==> config.mk <==
export PLATFORM = sky130hd
export DESIGN_NAME = wtbm_core
export DESIGN_NICKNAME = d
export VERILOG_FILES = /design/src/wtbm_pkg.sv /design/src/wtbm_core.sv
export SDC_FILE = /design/constraint.sdc
export NUM_CORES = 1
export LEC_CHECK = 0
export BUFFER_PORTS_ARGS = -buffer_cell sky130_fd_sc_hd__buf_2
export CELL_PAD_IN_SITES_DETAIL_PLACEMENT = 1
export CELL_PAD_IN_SITES_GLOBAL_PLACEMENT = 2
export CORE_MARGIN = 1.5
export CORE_UTILIZATION = 25
export CTS_CLUSTER_DIAMETER = 150
export DETAILED_ROUTE_END_ITERATION = 8
export PLACE_DENSITY = 0.57
export SLEW_MARGIN = 20
export SYNTH_ARGS = -nofsm -noshare
export SYNTH_HDL_FRONTEND = slang
export SYNTH_SLANG_ARGS = --single-unit
export TNS_END_PERCENT = 20
==> constraint.sdc <==
create_clock -name clk_i -period 5.15 [get_ports clk_i]
set_input_delay 1.03 -clock clk_i [delete_from_list [all_inputs] [get_ports clk_i]]
set_output_delay 1.03 -clock clk_i [all_outputs]
set_load 0.02 [all_outputs]
==> src/wtbm_pkg.sv <==
// Package with register map, field layouts and timing constants of the wake timer block.
package wtbm_pkg;
   localparam logic [6:0] ADDR_WAKE_EXP   = 7'h14;
   localparam logic [6:0] ADDR_WAKE_MANT_H = 7'h15;
   localparam logic [6:0] ADDR_WAKE_MANT_L = 7'h16;
   localparam logic [6:0] ADDR_WAKE_CNT_H = 7'h17;
   localparam logic [6:0] ADDR_WAKE_CNT_L = 7'h18;
   localparam logic [6:0] ADDR_BAT_THR    = 7'h1a;
   localparam logic [6:0] ADDR_BAT_LEVEL  = 7'h1b;
   localparam logic [4:0] RST_WAKE_EXP    = 5'h03;
   localparam logic [7:0] RST_WAKE_MANT   = 8'h00;
   localparam logic [4:0] RST_BAT_THR     = 5'h14;
   localparam int         EXP_W           = 5;
   localparam int         BAT_W           = 5;
   localparam int         LOW_RUN_NEEDED  = 4;
   localparam int         PRESCALE_W      = 2;
   localparam int         BAT_PERIOD_MS   = 1000;
   localparam int         BAT_ON_US       = 250;
   localparam int         SLOW_HZ         = 32768;
   localparam int         BAT_PERIOD_TICKS = SLOW_HZ * BAT_PERIOD_MS / 1000;
   localparam int         BAT_ON_TICKS    = (SLOW_HZ * BAT_ON_US + 999_999) / 1_000_000;
   typedef enum logic [1:0] {
      WTBM_ACTIVE = 2'b00,
      WTBM_SLEEP  = 2'b01,
      WTBM_WAKE   = 2'b10
   } wtbm_state_t;
endpackage

==> src/wtbm_core.sv <==
// Wake timer and battery detector of the transceiver, with their registers.
`timescale 1ns/10ps
// Function
// - Wake timer uses RC clock unless crystal selected.
// - In sleep with timer enabled, count period.
// - Period is four times M times two-to-R ticks.
// - Expiry asserts (pulls low) interrupt line when interrupt enabled.
// - Current 16-bit count readable at any time.
// - Enabled expiry drives line low, wakes crystal.
// - Disabled interrupt: stay in state, pulse GPIO.
// - Crystal select moves first GPIO to crystal.
// - Five-bit battery threshold, resets to 14h.
// - Battery level readable, upper bits zero.
// - Level code is 1.7 V plus 50 mV steps.
// - Below-threshold level asserts enabled battery interrupt.
// - Detector measures every second for 250 us.
// - Four consecutive low readings before interrupt.
// - Detector starts RC oscillator unless crystal selected.
// - Pending interrupt keeps MCU clock, delays mode.
module wtbm_core #(
   parameter int BAT_PERIOD = wtbm_pkg::BAT_PERIOD_TICKS,
   parameter int BAT_ON     = wtbm_pkg::BAT_ON_TICKS
) (
   input  wire logic       clk_i,
   input  wire logic       rst_n_i,
   input  wire logic       rc_tick_i,
   input  wire logic       xtal_tick_i,
   input  wire logic       ext_crystal_select_i,
   input  wire logic       sleep_cmd_i,
   input  wire logic       wake_timer_en_i,
   input  wire logic       battery_detector_en_i,
   input  wire logic       wake_irq_en_i,
   input  wire logic       bat_irq_en_i,
   input  wire logic       status_read_i,
   input  wire logic [4:0] bat_adc_code_i,
   input  wire logic       bat_adc_valid_i,
   input  wire logic       reg_wr_i,
   input  wire logic       reg_rd_i,
   input  wire logic [6:0] reg_addr_i,
   input  wire logic [7:0] reg_wdata_i,
   output logic      [7:0] reg_rdata_o,
   output logic            interrupt_request_line_n_o,
   output logic            wake_irq_flag_o,
   output logic            bat_irq_flag_o,
   output logic            wake_gpio_pulse_o,
   output logic            gpio0_is_crystal_o,
   output logic            rc_osc_on_o,
   output logic            bat_power_o,
   output logic            main_xtal_on_o,
   output logic            mcu_clk_en_o,
   output logic            chip_sleeping_o
);
   localparam int PW   = 24;
   localparam int CW   = 16;
   // Four times two-to-31 needs 34 bits, so the prescaler is that wide.
   localparam int PREW = 34;

   initial begin
      if (BAT_ON < 1) begin
         $error("wtbm_core: measurement window must be at least one tick");
      end
      if (BAT_PERIOD <= BAT_ON) begin
         $error("wtbm_core: measurement period must exceed the window");
      end
      if (BAT_PERIOD >= (1 << PW)) begin
         $error("wtbm_core: measurement period too long for its counter");
      end
   end

   logic [4:0]             exp_ff;
   logic [15:0]            mant_ff;
   logic [4:0]             thr_ff;
   logic [4:0]             level_ff;
   logic [CW-1:0]          count_ff;
   logic [PREW-1:0]        pre_ff;
   logic [PW-1:0]          bat_tick_ff;
   logic [2:0]             low_run_ff;
   logic                   wake_flag_ff;
   logic                   bat_flag_ff;
   logic                   gpio_pulse_ff;
   logic                   rdata_sel_ff;
   logic [7:0]             rdata_ff;
   logic                   irq_n_ff;
   logic                   bat_pwr_ff;
   logic                   rc_on_ff;
   logic                   xtal_ff;
   logic                   mclk_ff;
   logic                   sleep_ff;
   logic                   gpio0_ff;
   wtbm_pkg::wtbm_state_t  state_ff;
   wtbm_pkg::wtbm_state_t  nxt_state;

   logic       slow_tick;
   logic       wake_run;
   logic       pre_done;
   logic       expiry;
   logic       bat_sample;
   logic       pending;
   logic       bat_low_event;
   logic [PREW-1:0] pre_limit;

   // Prescale limit: four times two-to-R slow ticks per count step.
   function automatic logic [PREW-1:0] prescale_limit(input logic [4:0] r);
      logic [PREW-1:0] v;
      v = 34'h0_0000_0004 << r;
      return v - 34'h0_0000_0001;
   endfunction

   function automatic logic level_lt(input logic [4:0] code);
      return code < thr_ff;
   endfunction

   assign slow_tick  = ext_crystal_select_i ? xtal_tick_i : rc_tick_i;
   assign wake_run   = (state_ff == wtbm_pkg::WTBM_SLEEP) && wake_timer_en_i;
   assign pre_limit  = prescale_limit(exp_ff);
   assign pre_done   = slow_tick && (pre_ff >= pre_limit);
   assign expiry     = wake_run && pre_done && (count_ff + 16'h0001 >= mant_ff);
   assign bat_sample = bat_adc_valid_i && bat_pwr_ff;
   assign pending    = wake_flag_ff || bat_flag_ff;
   assign bat_low_event = bat_sample && bat_irq_en_i && level_lt(bat_adc_code_i) &&
                          (low_run_ff == 3'(wtbm_pkg::LOW_RUN_NEEDED - 1));

   // Register writes.
   always_ff @(posedge clk_i or negedge rst_n_i) begin
      if (!rst_n_i) begin
         exp_ff  <= wtbm_pkg::RST_WAKE_EXP;
         mant_ff <= {wtbm_pkg::RST_WAKE_MANT, wtbm_pkg::RST_WAKE_MANT};
         thr_ff  <= wtbm_pkg::RST_BAT_THR;
      end else if (reg_wr_i) begin
         unique case (reg_addr_i)
            wtbm_pkg::ADDR_WAKE_EXP:    exp_ff       <= reg_wdata_i[4:0];
            wtbm_pkg::ADDR_WAKE_MANT_H: mant_ff[15:8] <= reg_wdata_i;
            wtbm_pkg::ADDR_WAKE_MANT_L: mant_ff[7:0]  <= reg_wdata_i;
            wtbm_pkg::ADDR_BAT_THR:     thr_ff       <= reg_wdata_i[4:0];
            default: ;
         endcase
      end
   end

   // Register reads, registered one cycle after the strobe.
   always_ff @(posedge clk_i or negedge rst_n_i) begin
      if (!rst_n_i) begin
         rdata_ff <= 8'h00;
      end else if (reg_rd_i) begin
         unique case (reg_addr_i)
            wtbm_pkg::ADDR_WAKE_EXP:    rdata_ff <= {3'b000, exp_ff};
            wtbm_pkg::ADDR_WAKE_MANT_H: rdata_ff <= mant_ff[15:8];
            wtbm_pkg::ADDR_WAKE_MANT_L: rdata_ff <= mant_ff[7:0];
            wtbm_pkg::ADDR_WAKE_CNT_H:  rdata_ff <= count_ff[15:8];
            wtbm_pkg::ADDR_WAKE_CNT_L:  rdata_ff <= count_ff[7:0];
            wtbm_pkg::ADDR_BAT_THR:     rdata_ff <= {3'b000, thr_ff};
            wtbm_pkg::ADDR_BAT_LEVEL:   rdata_ff <= {3'b000, level_ff};
            default:                    rdata_ff <= 8'h00;
         endcase
      end
   end

   // Wake timer prescaler and count; reloads at expiry.
   always_ff @(posedge clk_i or negedge rst_n_i) begin
      if (!rst_n_i) begin
         pre_ff   <= '0;
         count_ff <= 16'h0000;
      end else if (!wake_run) begin
         pre_ff   <= '0;
         count_ff <= 16'h0000;
      end else if (slow_tick) begin
         if (pre_done) begin
            pre_ff   <= '0;
            count_ff <= expiry ? 16'h0000 : count_ff + 16'h0001;
         end else begin
            pre_ff <= pre_ff + 34'h0_0000_0001;
         end
      end
   end

   // Wake flag: set wins over the status-read clear.
   always_ff @(posedge clk_i or negedge rst_n_i) begin
      if (!rst_n_i) begin
         wake_flag_ff <= 1'b0;
      end else if (expiry && wake_irq_en_i) begin
         wake_flag_ff <= 1'b1;
      end else if (status_read_i) begin
         wake_flag_ff <= 1'b0;
      end
   end

   // Battery flag: set wins over the status-read clear.
   always_ff @(posedge clk_i or negedge rst_n_i) begin
      if (!rst_n_i) begin
         bat_flag_ff <= 1'b0;
      end else if (bat_low_event) begin
         bat_flag_ff <= 1'b1;
      end else if (status_read_i) begin
         bat_flag_ff <= 1'b0;
      end
   end

   always_ff @(posedge clk_i or negedge rst_n_i) begin
      if (!rst_n_i) begin
         irq_n_ff <= 1'b1;
      end else begin
         irq_n_ff <= !(pending || (expiry && wake_irq_en_i));
      end
   end

   // Without the wake interrupt an expiry only pulses the GPIO output.
   always_ff @(posedge clk_i or negedge rst_n_i) begin
      if (!rst_n_i) begin
         gpio_pulse_ff <= 1'b0;
      end else begin
         gpio_pulse_ff <= expiry && !wake_irq_en_i;
      end
   end

   // Battery detector: one measurement window each period.
   always_ff @(posedge clk_i or negedge rst_n_i) begin
      if (!rst_n_i) begin
         bat_tick_ff <= '0;
      end else if (!battery_detector_en_i) begin
         bat_tick_ff <= '0;
      end else if (slow_tick) begin
         bat_tick_ff <= (bat_tick_ff >= PW'(BAT_PERIOD - 1)) ? '0 : bat_tick_ff + 1'b1;
      end
   end

   always_ff @(posedge clk_i or negedge rst_n_i) begin
      if (!rst_n_i) begin
         bat_pwr_ff <= 1'b0;
      end else if (!battery_detector_en_i) begin
         bat_pwr_ff <= 1'b0;
      end else if (slow_tick) begin
         bat_pwr_ff <= (bat_tick_ff < PW'(BAT_ON - 1)) ||
                       (bat_tick_ff >= PW'(BAT_PERIOD - 1));
      end
   end

   // The last level stays readable after the detector is switched off.
   always_ff @(posedge clk_i or negedge rst_n_i) begin
      if (!rst_n_i) begin
         level_ff <= 5'h00;
      end else if (battery_detector_en_i && bat_sample) begin
         level_ff <= bat_adc_code_i;
      end
   end

   always_ff @(posedge clk_i or negedge rst_n_i) begin
      if (!rst_n_i) begin
         low_run_ff <= 3'b000;
      end else if (!battery_detector_en_i) begin
         low_run_ff <= 3'b000;
      end else if (bat_sample) begin
         if (!level_lt(bat_adc_code_i)) begin
            low_run_ff <= 3'b000;
         end else if (low_run_ff < 3'(wtbm_pkg::LOW_RUN_NEEDED)) begin
            low_run_ff <= low_run_ff + 3'b001;
         end
      end
   end

   // Power state: pending interrupts hold the crystal and MCU clock.
   always_comb begin
      nxt_state = state_ff;
      unique case (state_ff)
         wtbm_pkg::WTBM_ACTIVE: if (sleep_cmd_i && !pending) nxt_state = wtbm_pkg::WTBM_SLEEP;
         wtbm_pkg::WTBM_SLEEP: begin
            if (expiry && wake_irq_en_i) nxt_state = wtbm_pkg::WTBM_WAKE;
            else if (!sleep_cmd_i) nxt_state = wtbm_pkg::WTBM_ACTIVE;
         end
         wtbm_pkg::WTBM_WAKE: if (!pending) begin
            nxt_state = sleep_cmd_i ? wtbm_pkg::WTBM_SLEEP : wtbm_pkg::WTBM_ACTIVE;
         end
         default: nxt_state = wtbm_pkg::WTBM_ACTIVE;
      endcase
   end

   always_ff @(posedge clk_i or negedge rst_n_i) begin
      if (!rst_n_i) begin
         state_ff <= wtbm_pkg::WTBM_ACTIVE;
      end else begin
         state_ff <= nxt_state;
      end
   end

   // A pending interrupt keeps the main crystal up even while asleep.
   always_ff @(posedge clk_i or negedge rst_n_i) begin
      if (!rst_n_i) begin
         xtal_ff <= 1'b1;
      end else begin
         xtal_ff <= (nxt_state != wtbm_pkg::WTBM_SLEEP) || pending;
      end
   end

   always_ff @(posedge clk_i or negedge rst_n_i) begin
      if (!rst_n_i) begin
         mclk_ff <= 1'b1;
      end else begin
         mclk_ff <= (nxt_state != wtbm_pkg::WTBM_SLEEP) || pending;
      end
   end

   always_ff @(posedge clk_i or negedge rst_n_i) begin
      if (!rst_n_i) begin
         sleep_ff <= 1'b0;
      end else begin
         sleep_ff <= (nxt_state == wtbm_pkg::WTBM_SLEEP);
      end
   end

   always_ff @(posedge clk_i or negedge rst_n_i) begin
      if (!rst_n_i) begin
         rc_on_ff <= 1'b0;
      end else begin
         rc_on_ff <= !ext_crystal_select_i && (battery_detector_en_i || wake_timer_en_i);
      end
   end

   always_ff @(posedge clk_i or negedge rst_n_i) begin
      if (!rst_n_i) begin
         gpio0_ff <= 1'b0;
      end else begin
         gpio0_ff <= ext_crystal_select_i;
      end
   end

   assign reg_rdata_o                = rdata_ff;
   assign interrupt_request_line_n_o = irq_n_ff;
   assign wake_irq_flag_o            = wake_flag_ff;
   assign bat_irq_flag_o             = bat_flag_ff;
   assign wake_gpio_pulse_o          = gpio_pulse_ff;
   assign gpio0_is_crystal_o         = gpio0_ff;
   assign rc_osc_on_o                = rc_on_ff;
   assign bat_power_o                = bat_pwr_ff;
   assign main_xtal_on_o             = xtal_ff;
   assign mcu_clk_en_o               = mclk_ff;
   assign chip_sleeping_o            = sleep_ff;
endmodule // wtbm_core

==> summary.txt, run 1 <==
Outcome
  – Outcome: completed

Route
  – Post-DR wirelength/cell: 17.85 um
  – Post-route DRC: 0
  – Total Routed Length: 24.01 mm
  – DR pass1 iterations: 5
  – Routed vias/inst: 4.992
  – Initial DRC count: 248
  – Post-route ant nets: 0
  – Vias: 6,714

Clock tree
  – CTS Buf Count: 17
  – CTS Root Buffer Type: clkbuf_16
  – Clock transition at the registers of the reported paths: 60 ps
  – Cts hold-fix bufs: 0
  – CTS tree: built
  – Clk_lat worst skew: 420 ps
  – Clock Path Buffers: 2
  – H-tree levels: 4
  – CTS sink cnt: 127

Layout
  – Proportion of layout cells with a drive suffix above 1: 15.80%
  – Fin nets: 1,022
  – FILL cells: 3,624
  – Total inserted antenna cells: 0
  – Fin util: 29.67%
  – Area growth syn-to-layout: 17.17%

Floorplanning
  – Top Ports: 52
  – Die area: 32,960 um2
  – Starting Density: 25.32%
  – DIE WIDTH: 181.6 um
  – Die Y: 181.6 um
  – Core ar.: 31,470 um2
  – # rows: 65

Worst setup path
  – Data arrival, critical path: 5120 ps
  – CP Launch Type: flop
  – Crit path capture type: flop
  – Crit Path Class: flop to flop
  – Max Fanout on Critical Path: 14
  – Crit path required time: 5510 ps

Place
  – RD Place Congestion: 0.7475
  – I/O Buffers: 51
  – Placed wire-length estimate: 17.45 mm

Logic synthesis
  – Number of synthesized flops with an enable pin: 0
  – Synth Flop Type: dfrtp_1
  – Syn_nets: 975
  – Sequential area share after synthesis: 39.97%
  – Yosys warnings: 0
  – Count leader, synth: dfrtp_1
  – Synth area leader: dfrtp_1
  – Cell area after synthesis: 7970 um2
  – Area contributors post-synth: dfrtp_1 38%, ha_1 9.1%, mux2_2 4.0%
  – Seq cells post-synth: 127
  – Syn Area/Cell: 9.026 um2
  – Commonest cells post-synth: 121 x dfrtp_1, 84 x nand2_1, 84 x nor2_1
  – Area share of the largest cell type after synthesis: 37.99%
  – Synth Instances: 883
  – Netlist cell types: 67
  – Async SR Flop Fraction: 100.0%

GRT
  – GRT Util Overall: 15.28%
  – GRT overflow: 0
  – Number of global-route vias before repair: 7,176
  – Pin count of the biggest net entering global routing: 93
  – Antenna violations before repair: 0
  – First-pass GRT wire length: 39.89 mm

Worst hold path
  – Hold Path Class: flop to flop

STA
  – Setup TNS: 0 ps
  – Final Cycle Share: 92.54%
  – # setup viols final: 0
  – Fin. max-slew vios: 0
  – Rel. slew slack: 36.56%
  – Max Fclk: 209.8 MHz
  – Minimum clock period: 4766 ps
  – Final number of hold-violating endpoints: 0
  – Worst-Margin Slew: 948.0 ps
  – RSZ-0062 raised after global routing: no
  – Clock Skews: 15.28 ps

Power and ir drop
  – VDD IR max: 0.1969 mV
  – PD cells: 298.6 nW/um2
  – Leak pwr: 4.089 nW

Run
  – # Max-Cap Violations: 0
==> routing by layer <==
metal  vias up  GRT usage, %  routed length [um]
met3        14         2.427                 371
met4         0         3.600                 256
met1      3391         19.97               11620
met2        45         26.37               11760
met5         -             0                   0
li1       3264             -                   -
==> critical path, stage by stage, from the launching register on <==
cell,delay (ps)
dfrtp_1,370
nor3_1,400
nand3b_1,140
ha_1,250
buf_4,190
nor2_1,140
nand3_1,110
o31a_1,130
o32a_1,290
ha_1,270
nand4_1,110
or4_1,540
or4_1,540
o22ai_1,320
o31ai_2,230
or4b_4,560
a21oi_2,130
==> report_power, final <==
part           switching, W  total, W  internal (W)
Combinational      0.000294  0.000465      0.000171
Sequential        0.0000276   0.00107       0.00104
Clock              0.000482   0.00126      0.000777
==> worst paths after layout <==
| kind | startpoint | endpoint | slack [ps] | cells past startpoint |
|---|---|---|---|---|
| worst max-delay path | exp_ff[4]$_DFFE_PN0P_ | mcu_clk_en_o$_DFF_PN1_ | 380 | 16 |
| worst min-delay path | wake_irq_flag_o$_DFFE_PN0P_ | interrupt_request_line_n_o$_DFF_PN1_ | 470 | 1 |
| worst max register to register | exp_ff[4]$_DFFE_PN0P_ | mcu_clk_en_o$_DFF_PN1_ | 380 | 16 |
| worst min register to register | wake_irq_flag_o$_DFFE_PN0P_ | interrupt_request_line_n_o$_DFF_PN1_ | 470 | 1 |
| max in group asynchronous | rst_n_i | bat_tick_ff[14]$_DFFE_PN0P_ | 3350 | 2 |
| min in group asynchronous | rst_n_i | reg_rdata_o[3]$_DFFE_PN0P_ | 710 | 1 |
==> what timing repair did <==
item | in CTS | in global routing
resized for setup | 0 | 2
buffers inserted | 0 | 0
setup endpoints to repair | 0 | 14
==> metrics by stage <==
| step | setup WS, ps | area (um2) | instances | hold slack [ps] | total power, W |
|---|---|---|---|---|---|
| 6_report | 384.3 | 9339 | 1345 | 473.0 | 0.002789 |
| 5_1_grt | 3.150 | 9339 | 1345 | 518.0 | 0.002940 |
| 4_1_cts | 135.9 | 9328 | 1345 | 477.5 | 0.002845 |
| 3_5_place_dp | 151.7 | 8721 | 1313 | 466.5 | 0.001557 |
| 3_3_place_gp | 307.7 | 8721 | 1313 | 462.1 | 0.001553 |
| 2_1_floorplan | 602.7 | 7970 | 883 | 463.2 | 0.001374 |
==> registers in the layout, indices dropped and copies added (netlist names), 2 cells and up <==
register / count
reg_rdata_o: 8
low_run_ff: 3
count_ff: 16
thr_ff: 5
mant_ff: 16
state_ff: 2
pre_ff: 34
level_ff: 5
bat_tick_ff: 24
exp_ff: 5
==> area by class of cell <==
cell class	count	area [um2]	area share (%)
clock buffers	20	446.7	4.783
clock inverters	12	160.2	1.715
inverters	37	138.9	1.487
multi-input cells	676	4493	48.11
flip-flops and latches	127	3186	34.11
well taps	402	503.0	5.386
repair buffers	71	411.6	4.408
==> cells in the final DEF, fill, tap and decap left out, types with 17 or more instances in the layout <==
| master | synthesis | routed |
|---|---|---|
| a21oi_1 | 48 | 48 |
| and3_1 | 22 | 22 |
| buf_2 | 3 | 50 |
| buf_4 | 1 | 20 |
| clkbuf_16 | 0 | 17 |
| dfrtp_1 | 121 | 121 |
| ha_1 | 58 | 58 |
| inv_1 | 36 | 36 |
| mux2_2 | 28 | 28 |
| nand2_1 | 84 | 84 |
| nand3_1 | 54 | 53 |
| nand4_1 | 18 | 18 |
| nor2_1 | 84 | 84 |
| nor3_1 | 17 | 17 |
| o21ai_0 | 49 | 49 |
| o22ai_1 | 17 | 17 |
| xnor2_1 | 22 | 22 |
| xor2_1 | 32 | 32 |
==> cells by family (layout without fill, tap and decap cells) <==
group	after synthesis	after routing	share of synthesized area [%]
other cells	1	1	0.04705
flops	127	127	39.97
fa+ha+maj	58	58	9.105
compound gates	191	191	15.24
xor+xnor	54	54	5.934
buf+inv	80	140	3.862
simple gates	338	338	20.82
mux	34	34	5.023
No activity file was read; power rests on OpenSTA's default activity.
==> run 2: changes to the inputs <==
--- a/config.mk
+++ b/config.mk
@@ -12,7 +12,7 @@
 export CORE_UTILIZATION = 25
 export CTS_CLUSTER_DIAMETER = 150
 export DETAILED_ROUTE_END_ITERATION = 8
-export PLACE_DENSITY = 0.57
+export PLACE_DENSITY = 0.65
 export SLEW_MARGIN = 20
 export SYNTH_ARGS = -nofsm -noshare
 export SYNTH_HDL_FRONTEND = slang
==> run 2 against run 1 <==
  * Cell area decreased by 0.58%
  * Hold slack got worse by 11 ps
  * Register-to-register slack improved by 110 ps
  * Sequential cell count unchanged
  * Sequential power about the same
  * Global-route usage decreased by 0.40 points
  * Largest cell class unchanged
  * Largest power group unchanged
==> summary.txt, run 2 (synthesis results as in run 1) <==
Layout
  – Biggest regs: pre_ff: 34 flops, bat_tick_ff: 24 flops
  – Commonest non-fill, non-tap cell in the layout: dfrtp_1
  – Max reg flops: 34
  – Total inserted antenna cells: 0
  – Post-route cell area: 9285 um2
  – Commonest non-fill, non-tap cells in the layout: 121 x dfrtp_1, 84 x nand2_1, 84 x nor2_1
  – Largest reg by FF count: pre_ff
  – Proportion of layout cells with a drive suffix above 1: 15.83%
  – Area growth syn-to-layout: 16.50%
  – Fin nets: 1,020
  – FILL cells: 3,644

Floorplanning
  – # rows: 65
  – Top Ports: 52
  – DIE WIDTH: 181.6 um
  – Starting Density: 25.32%
  – Die area: 32,960 um2
  – Die Y: 181.6 um
  – Core ar.: 31,470 um2

STA
  – # setup viols final: 0
  – Fin. max-slew vios: 0
  – Hold slack: 461.9 ps
  – Setup TNS: 0 ps
  – Final number of hold-violating endpoints: 0
  – Clock Skews: 12.13 ps
  – RSZ-0062 raised after global routing: no
  – Final Cycle Share: 90.44%
  – Worst-Margin Slew: 979.6 ps
  – Minimum clock period: 4658 ps
  – Rel. slew slack: 34.69%
  – Max Fclk: 214.7 MHz

GRT
  – First-pass GRT wire length: 38.87 mm
  – GRT Util Overall: 14.88%
  – GRT overflow: 0
  – Pin count of the biggest net entering global routing: 97
  – Number of global-route vias before repair: 7,200
  – Antenna violations before repair: 0

Worst setup path
  – Worst path slowest cell: or4_1
  – Worst r2r path cells: 16
  – Crit Reg-Reg Startpoint: exp_ff[4]$_DFFE_PN0P_
  – Worst path cell trace: nor3_2 -> nand3b_1 -> ha_1 -> buf_4 -> nor2_1 -> buf_4 -> a31oi_1 -> o32a_1 -> ha_1 -> nand4_1 -> or4_1 -> or4_1 -> o22ai_1 -> or3_1 -> nand3_2 -> o31ai_1
  – Crit path required time: 5470 ps
  – Critical Path Stages: 16
  – Worst reg2reg path endpoint: count_ff[0]$_DFFE_PN0P_
  – Crit path max-delay family: simple AND/OR/NAND/NOR gates
  – Crit path capture type: flop
  – CP endpoint: count_ff[0]$_DFFE_PN0P_
  – Worst path bufs/invs: 2
  – Crit. Startpoint: exp_ff[4]$_DFFE_PN0P_
  – Max Fanout on Critical Path: 14
  – CP max stage delay: 610 ps
  – R2R Setup Slk: 490 ps
  – CP Launch Type: flop
  – Data arrival, critical path: 4970 ps
  – Crit Path Class: flop to flop

Power and ir drop
  – PD cells: 293.3 nW/um2
  – Leak pwr: 4.068 nW
  – VDD IR max: 0.1683 mV

Clock tree
  – Setup Fix Bufs, Post-CTS: 0
  – CTS tree: built
  – H-tree levels: 4
  – Post_cts resized: 0
  – Cts hold-fix bufs: 0
  – Clock transition at the registers of the reported paths: 60 ps
  – Clk_lat worst skew: 420 ps
  – Clock Path Buffers: 2
  – CTS Root Buffer Type: clkbuf_16
  – CTS Buf Count: 17
  – CTS sink cnt: 127

Route
  – Post-route ant nets: 0
  – Total Routed Length: 23.29 mm
  – Post-DR wirelength/cell: 17.34 um
  – DR pass1 iterations: 5
  – Initial DRC count: 323
  – Vias: 6,729
  – Routed vias/inst: 5.010
  – Post-route DRC: 0

Place
  – RD Place Congestion: 0.7533
  – Area after DPL: 8706 um2
  – I/O Buffers: 51
  – Placed wire-length estimate: 16.68 mm

Worst hold path
  – Hold Path Class: flop to flop

Outcome
  – Outcome: completed

Run
  – # Max-Cap Violations: 0
[run 2: cell types whose count changed in the layout (fill, tap and decap cells not counted), sizes merged]
cell and delta:
bufinv -2, clkbuf -2, buf -2, clkinv -1, inv +5
[run 2: worst min path at each step]
| stage | from | end | slack [ps] | depth (start not counted) |
|---|---|---|---|---|
| final | bat_irq_flag_o$_DFFE_PN0P_ | interrupt_request_line_n_o$_DFF_PN1_ | 460 | 1 |
| after global placement | wake_irq_flag_o$_DFFE_PN0P_ | interrupt_request_line_n_o$_DFF_PN1_ | 450 | 1 |
| after detailed placement | bat_irq_flag_o$_DFFE_PN0P_ | interrupt_request_line_n_o$_DFF_PN1_ | 460 | 1 |
| after global routing | wake_irq_flag_o$_DFFE_PN0P_ | interrupt_request_line_n_o$_DFF_PN1_ | 490 | 1 |
| after floorplan | bat_tick_ff[20]$_DFFE_PN0P_ | bat_tick_ff[20]$_DFFE_PN0P_ | 460 | 2 |
| after CTS | wake_irq_flag_o$_DFFE_PN0P_ | interrupt_request_line_n_o$_DFF_PN1_ | 470 | 1 |
[run 2: area by class of cell]
class | count | area [um2] | share of cell area [%]
clock inverter | 14 | 130.1 | 1.401
timing repair buffer | 69 | 396.6 | 4.272
tap | 402 | 503.0 | 5.417
clock buffer | 18 | 439.2 | 4.730
sequential | 127 | 3186 | 34.31
multi-input combinational | 676 | 4492 | 48.38
inverter | 37 | 138.9 | 1.496
[run 2: metal layers]
metal	share of wire (%)	vias up	GRT usage (%)
li1	-	3265	-
met1	48	3378	19.29
met2	48	64	25.38
met3	1.8	22	2.427
met4	1.7	0	4.467
met5	0	-	0
[run 2: where the power goes]
group / internal, W / switching [W]
registers: 0.00104 / 0.0000279
logic: 0.000171 / 0.000291
clock network: 0.000685 / 0.000511
[run 2: worst register-to-register path: stages, from the launching register on]
cell and delay (ps):
dfrtp_1 390, nor3_2 350, nand3b_1 130, ha_1 230, buf_4 190, nor2_1 130
buf_4 150, a31oi_1 80, o32a_1 210, ha_1 290, nand4_1 110, or4_1 610
or4_1 540, o22ai_1 200, or3_1 330, nand3_2 320, o31ai_1 280
[run 2: per-stage QoR]
stage	util [%]	std cells	power (W)	worst slack [ps]
after CTS	29.47	1343	0.002762	111.9
after detailed placement	27.66	1311	0.001549	127.2
after floorplan	-	883	0.001374	602.7
final	29.50	1343	0.002723	492.3
after global placement	27.66	1311	0.001542	263.6
after global routing	29.50	1343	0.002872	167.6
==> run 3: changes to the inputs <==
--- a/config.mk
+++ b/config.mk
@@ -12,7 +12,7 @@
 export CORE_UTILIZATION = 25
 export CTS_CLUSTER_DIAMETER = 150
 export DETAILED_ROUTE_END_ITERATION = 8
-export PLACE_DENSITY = 0.65
+export PLACE_DENSITY = 0.67
 export SLEW_MARGIN = 20
 export SYNTH_ARGS = -nofsm -noshare
 export SYNTH_HDL_FRONTEND = slang
==> constraint.sdc (replaced) <==
create_clock -name clk_i -period 3.9 [get_ports clk_i]
set_input_delay 0.78 -clock clk_i [delete_from_list [all_inputs] [get_ports clk_i]]
set_output_delay 0.78 -clock clk_i [all_outputs]
set_load 0.02 [all_outputs]
==> run 3 against run 2 <==
  * The flow now finishes with violations (setup timing)
  * Clock-buffer cell count increased by 3
  * Routed wire length grew 1.3%
  * Hold slack lost 33 ps
  * Via count increased by 1.8%
  * Sequential share of layout area decreased by 1.6 points
  * Clock skew shrank 3.0 ps
  * Sequential cell count stayed put
  * Setup slack lost 570 ps
  * Critical path type unchanged
  * Highest routed layer unchanged
==> summary.txt, run 3 (synthesis results as in run 1) <==
Outcome
  – Outcome: finished, violations left
  – Failing checks: setup timing

Worst setup path
  – CP max stage delay: 530 ps
  – CP Launch Type: flop
  – Worst path slowest cell: or4b_4
  – Worst path bufs/invs: 1
  – Crit path max-delay family: simple AND/OR/NAND/NOR gates
  – Data arrival, critical path: 4340 ps
  – Max Fanout on Critical Path: 6
  – Crit path required time: 4260 ps
  – Crit path capture type: flop
  – Worst path cell trace: nor3_4 -> nand3b_1 -> ha_4 -> inv_8 -> nand2_4 -> o31ai_2 -> nand2_1 -> nand2_1 -> a21oi_2 -> ha_1 -> nand4_1 -> or4_4 -> or4_4 -> o22ai_4 -> o31ai_4 -> or4b_4 -> a21oi_2
  – Crit Path Class: flop to flop

Layout
  – Biggest regs: pre_ff: 34 flops, bat_tick_ff: 24 flops
  – Area growth syn-to-layout: 22.34%
  – Max reg flops: 34
  – Largest reg by FF count: pre_ff
  – Commonest non-fill, non-tap cell in the layout: dfrtp_1
  – Proportion of layout cells with a drive suffix above 1: 20.47%
  – Total inserted antenna cells: 0
  – Fin nets: 1,056
  – Commonest non-fill, non-tap cells in the layout: 121 x dfrtp_1, 82 x nand2_1, 82 x nor2_1
  – Fin util: 30.98%

Power and ir drop
  – Leak pwr: 4.311 nW
  – Tot Pwr: 0.003838 W
  – PD cells: 393.6 nW/um2
  – VDD IR max: 0.3069 mV

Place
  – Placed wire-length estimate: 17.25 mm
  – I/O Buffers: 51
  – RD Place Congestion: 0.7539

STA
  – RSZ-0062 raised after global routing: yes
  – Max Fclk: 251.4 MHz
  – Fin. max-slew vios: 0
  – Hold slack: 429.0 ps
  – Setup TNS: -184.2 ps
  – Worst-Margin Slew: 900.3 ps
  – Minimum clock period: 3977 ps
  – # setup viols final: 4
  – Final number of hold-violating endpoints: 0
  – Clock Skews: 9.086 ps
  – Final Cycle Share: 102.0%
  – Rel. slew slack: 39.76%
  – Worst Setup Slack, final: -77.26 ps

Clock tree
  – Clock transition at the registers of the reported paths: 60 ps
  – Clk_lat worst skew: 430 ps
  – Clock Path Buffers: 2
  – H-tree levels: 4
  – CTS sink cnt: 127
  – CTS tree: built
  – CTS Buf Count: 17
  – CTS Root Buffer Type: clkbuf_16

Floorplanning
  – Die area: 32,960 um2
  – Die Y: 181.6 um
  – Core ar.: 31,470 um2
  – DIE WIDTH: 181.6 um
  – Top Ports: 52
  – Starting Density: 25.32%
  – # rows: 65

Route
  – Routed vias/inst: 4.966
  – Post-route ant nets: 0
  – Initial DRC count: 384
  – DR pass1 iterations: 5
  – Post-DR wirelength/cell: 17.10 um
  – Vias: 6,848
  – Post-route DRC: 0
  – Total Routed Length: 23.58 mm

Run
  – # Max-Cap Violations: 0

Worst hold path
  – Hold Path Class: input pin to asynchronous set/reset pin

GRT
  – Pin count of the biggest net entering global routing: 86
  – GRT Util Overall: 15.15%
  – GRT overflow: 0
  – Antenna violations before repair: 0
  – First-pass GRT wire length: 39.83 mm
  – Number of global-route vias before repair: 7,285
## run 3: worst paths after layout
path | depth (start not counted) | to | from | slack [ps]
worst max-delay path | 17 | mcu_clk_en_o$_DFF_PN1_ | exp_ff[2]$_DFFE_PN0P_ | -80
worst min-delay path | 1 | bat_tick_ff[6]$_DFFE_PN0P_ | rst_n_i | 430
worst max register to register | 17 | mcu_clk_en_o$_DFF_PN1_ | exp_ff[2]$_DFFE_PN0P_ | -80
worst min register to register | 1 | interrupt_request_line_n_o$_DFF_PN1_ | bat_irq_flag_o$_DFFE_PN0P_ | 480
max in group asynchronous | 2 | mcu_clk_en_o$_DFF_PN1_ | rst_n_i | 2690
min in group clk_i | 1 | interrupt_request_line_n_o$_DFF_PN1_ | bat_irq_flag_o$_DFFE_PN0P_ | 480
## run 3: layout make-up
class | instances | area (um2)
timing repair buffer | 105 | 691.9
tap | 402 | 503.0
fill | 3620 | 21720
clock inverter | 11 | 137.6
multi-input combinational | 676 | 4616
clock buffer | 21 | 470.5
sequential | 127 | 3186
inverter | 37 | 146.4
## run 3: what timing repair did
item,CTS,global route
resized for setup,10,8
hold buffers,0,0
setup buffers,6,3
pin swaps,8,2
setup endpoints to repair,16,57
cloned,0,0
## run 3: where the power goes
| group | total (W) | internal (W) | switching [W] |
|---|---|---|---|
| Clock | 0.00167 | 0.00105 | 0.000617 |
| Sequential | 0.00141 | 0.00137 | 0.0000361 |
| Combinational | 0.000764 | 0.000335 | 0.000429 |
## run 3: stage by stage
stage                     setup slack (ps)  area (um2)  instances
after floorplan                      53.30        8050        883
after detailed placement            -151.6        8994       1338
after CTS                           -87.17        9689       1376
final                               -77.26        9751       1379
after global placement              -109.5        8994       1338
after global routing                -325.3        9751       1379
## run 3: routing by layer
| layer | up-vias | wire length, um | global-route usage (%) | share of wire, % |
|---|---|---|---|---|
| met4 | 0 | 230 | 3.767 | 0.98 |
| met5 | - | 0 | 0 | 0 |
| met2 | 92 | 10600 | 23.83 | 45 |
| met1 | 3398 | 12000 | 21.43 | 51 |
| met3 | 16 | 751 | 2.667 | 3.2 |
| li1 | 3342 | - | - | - |
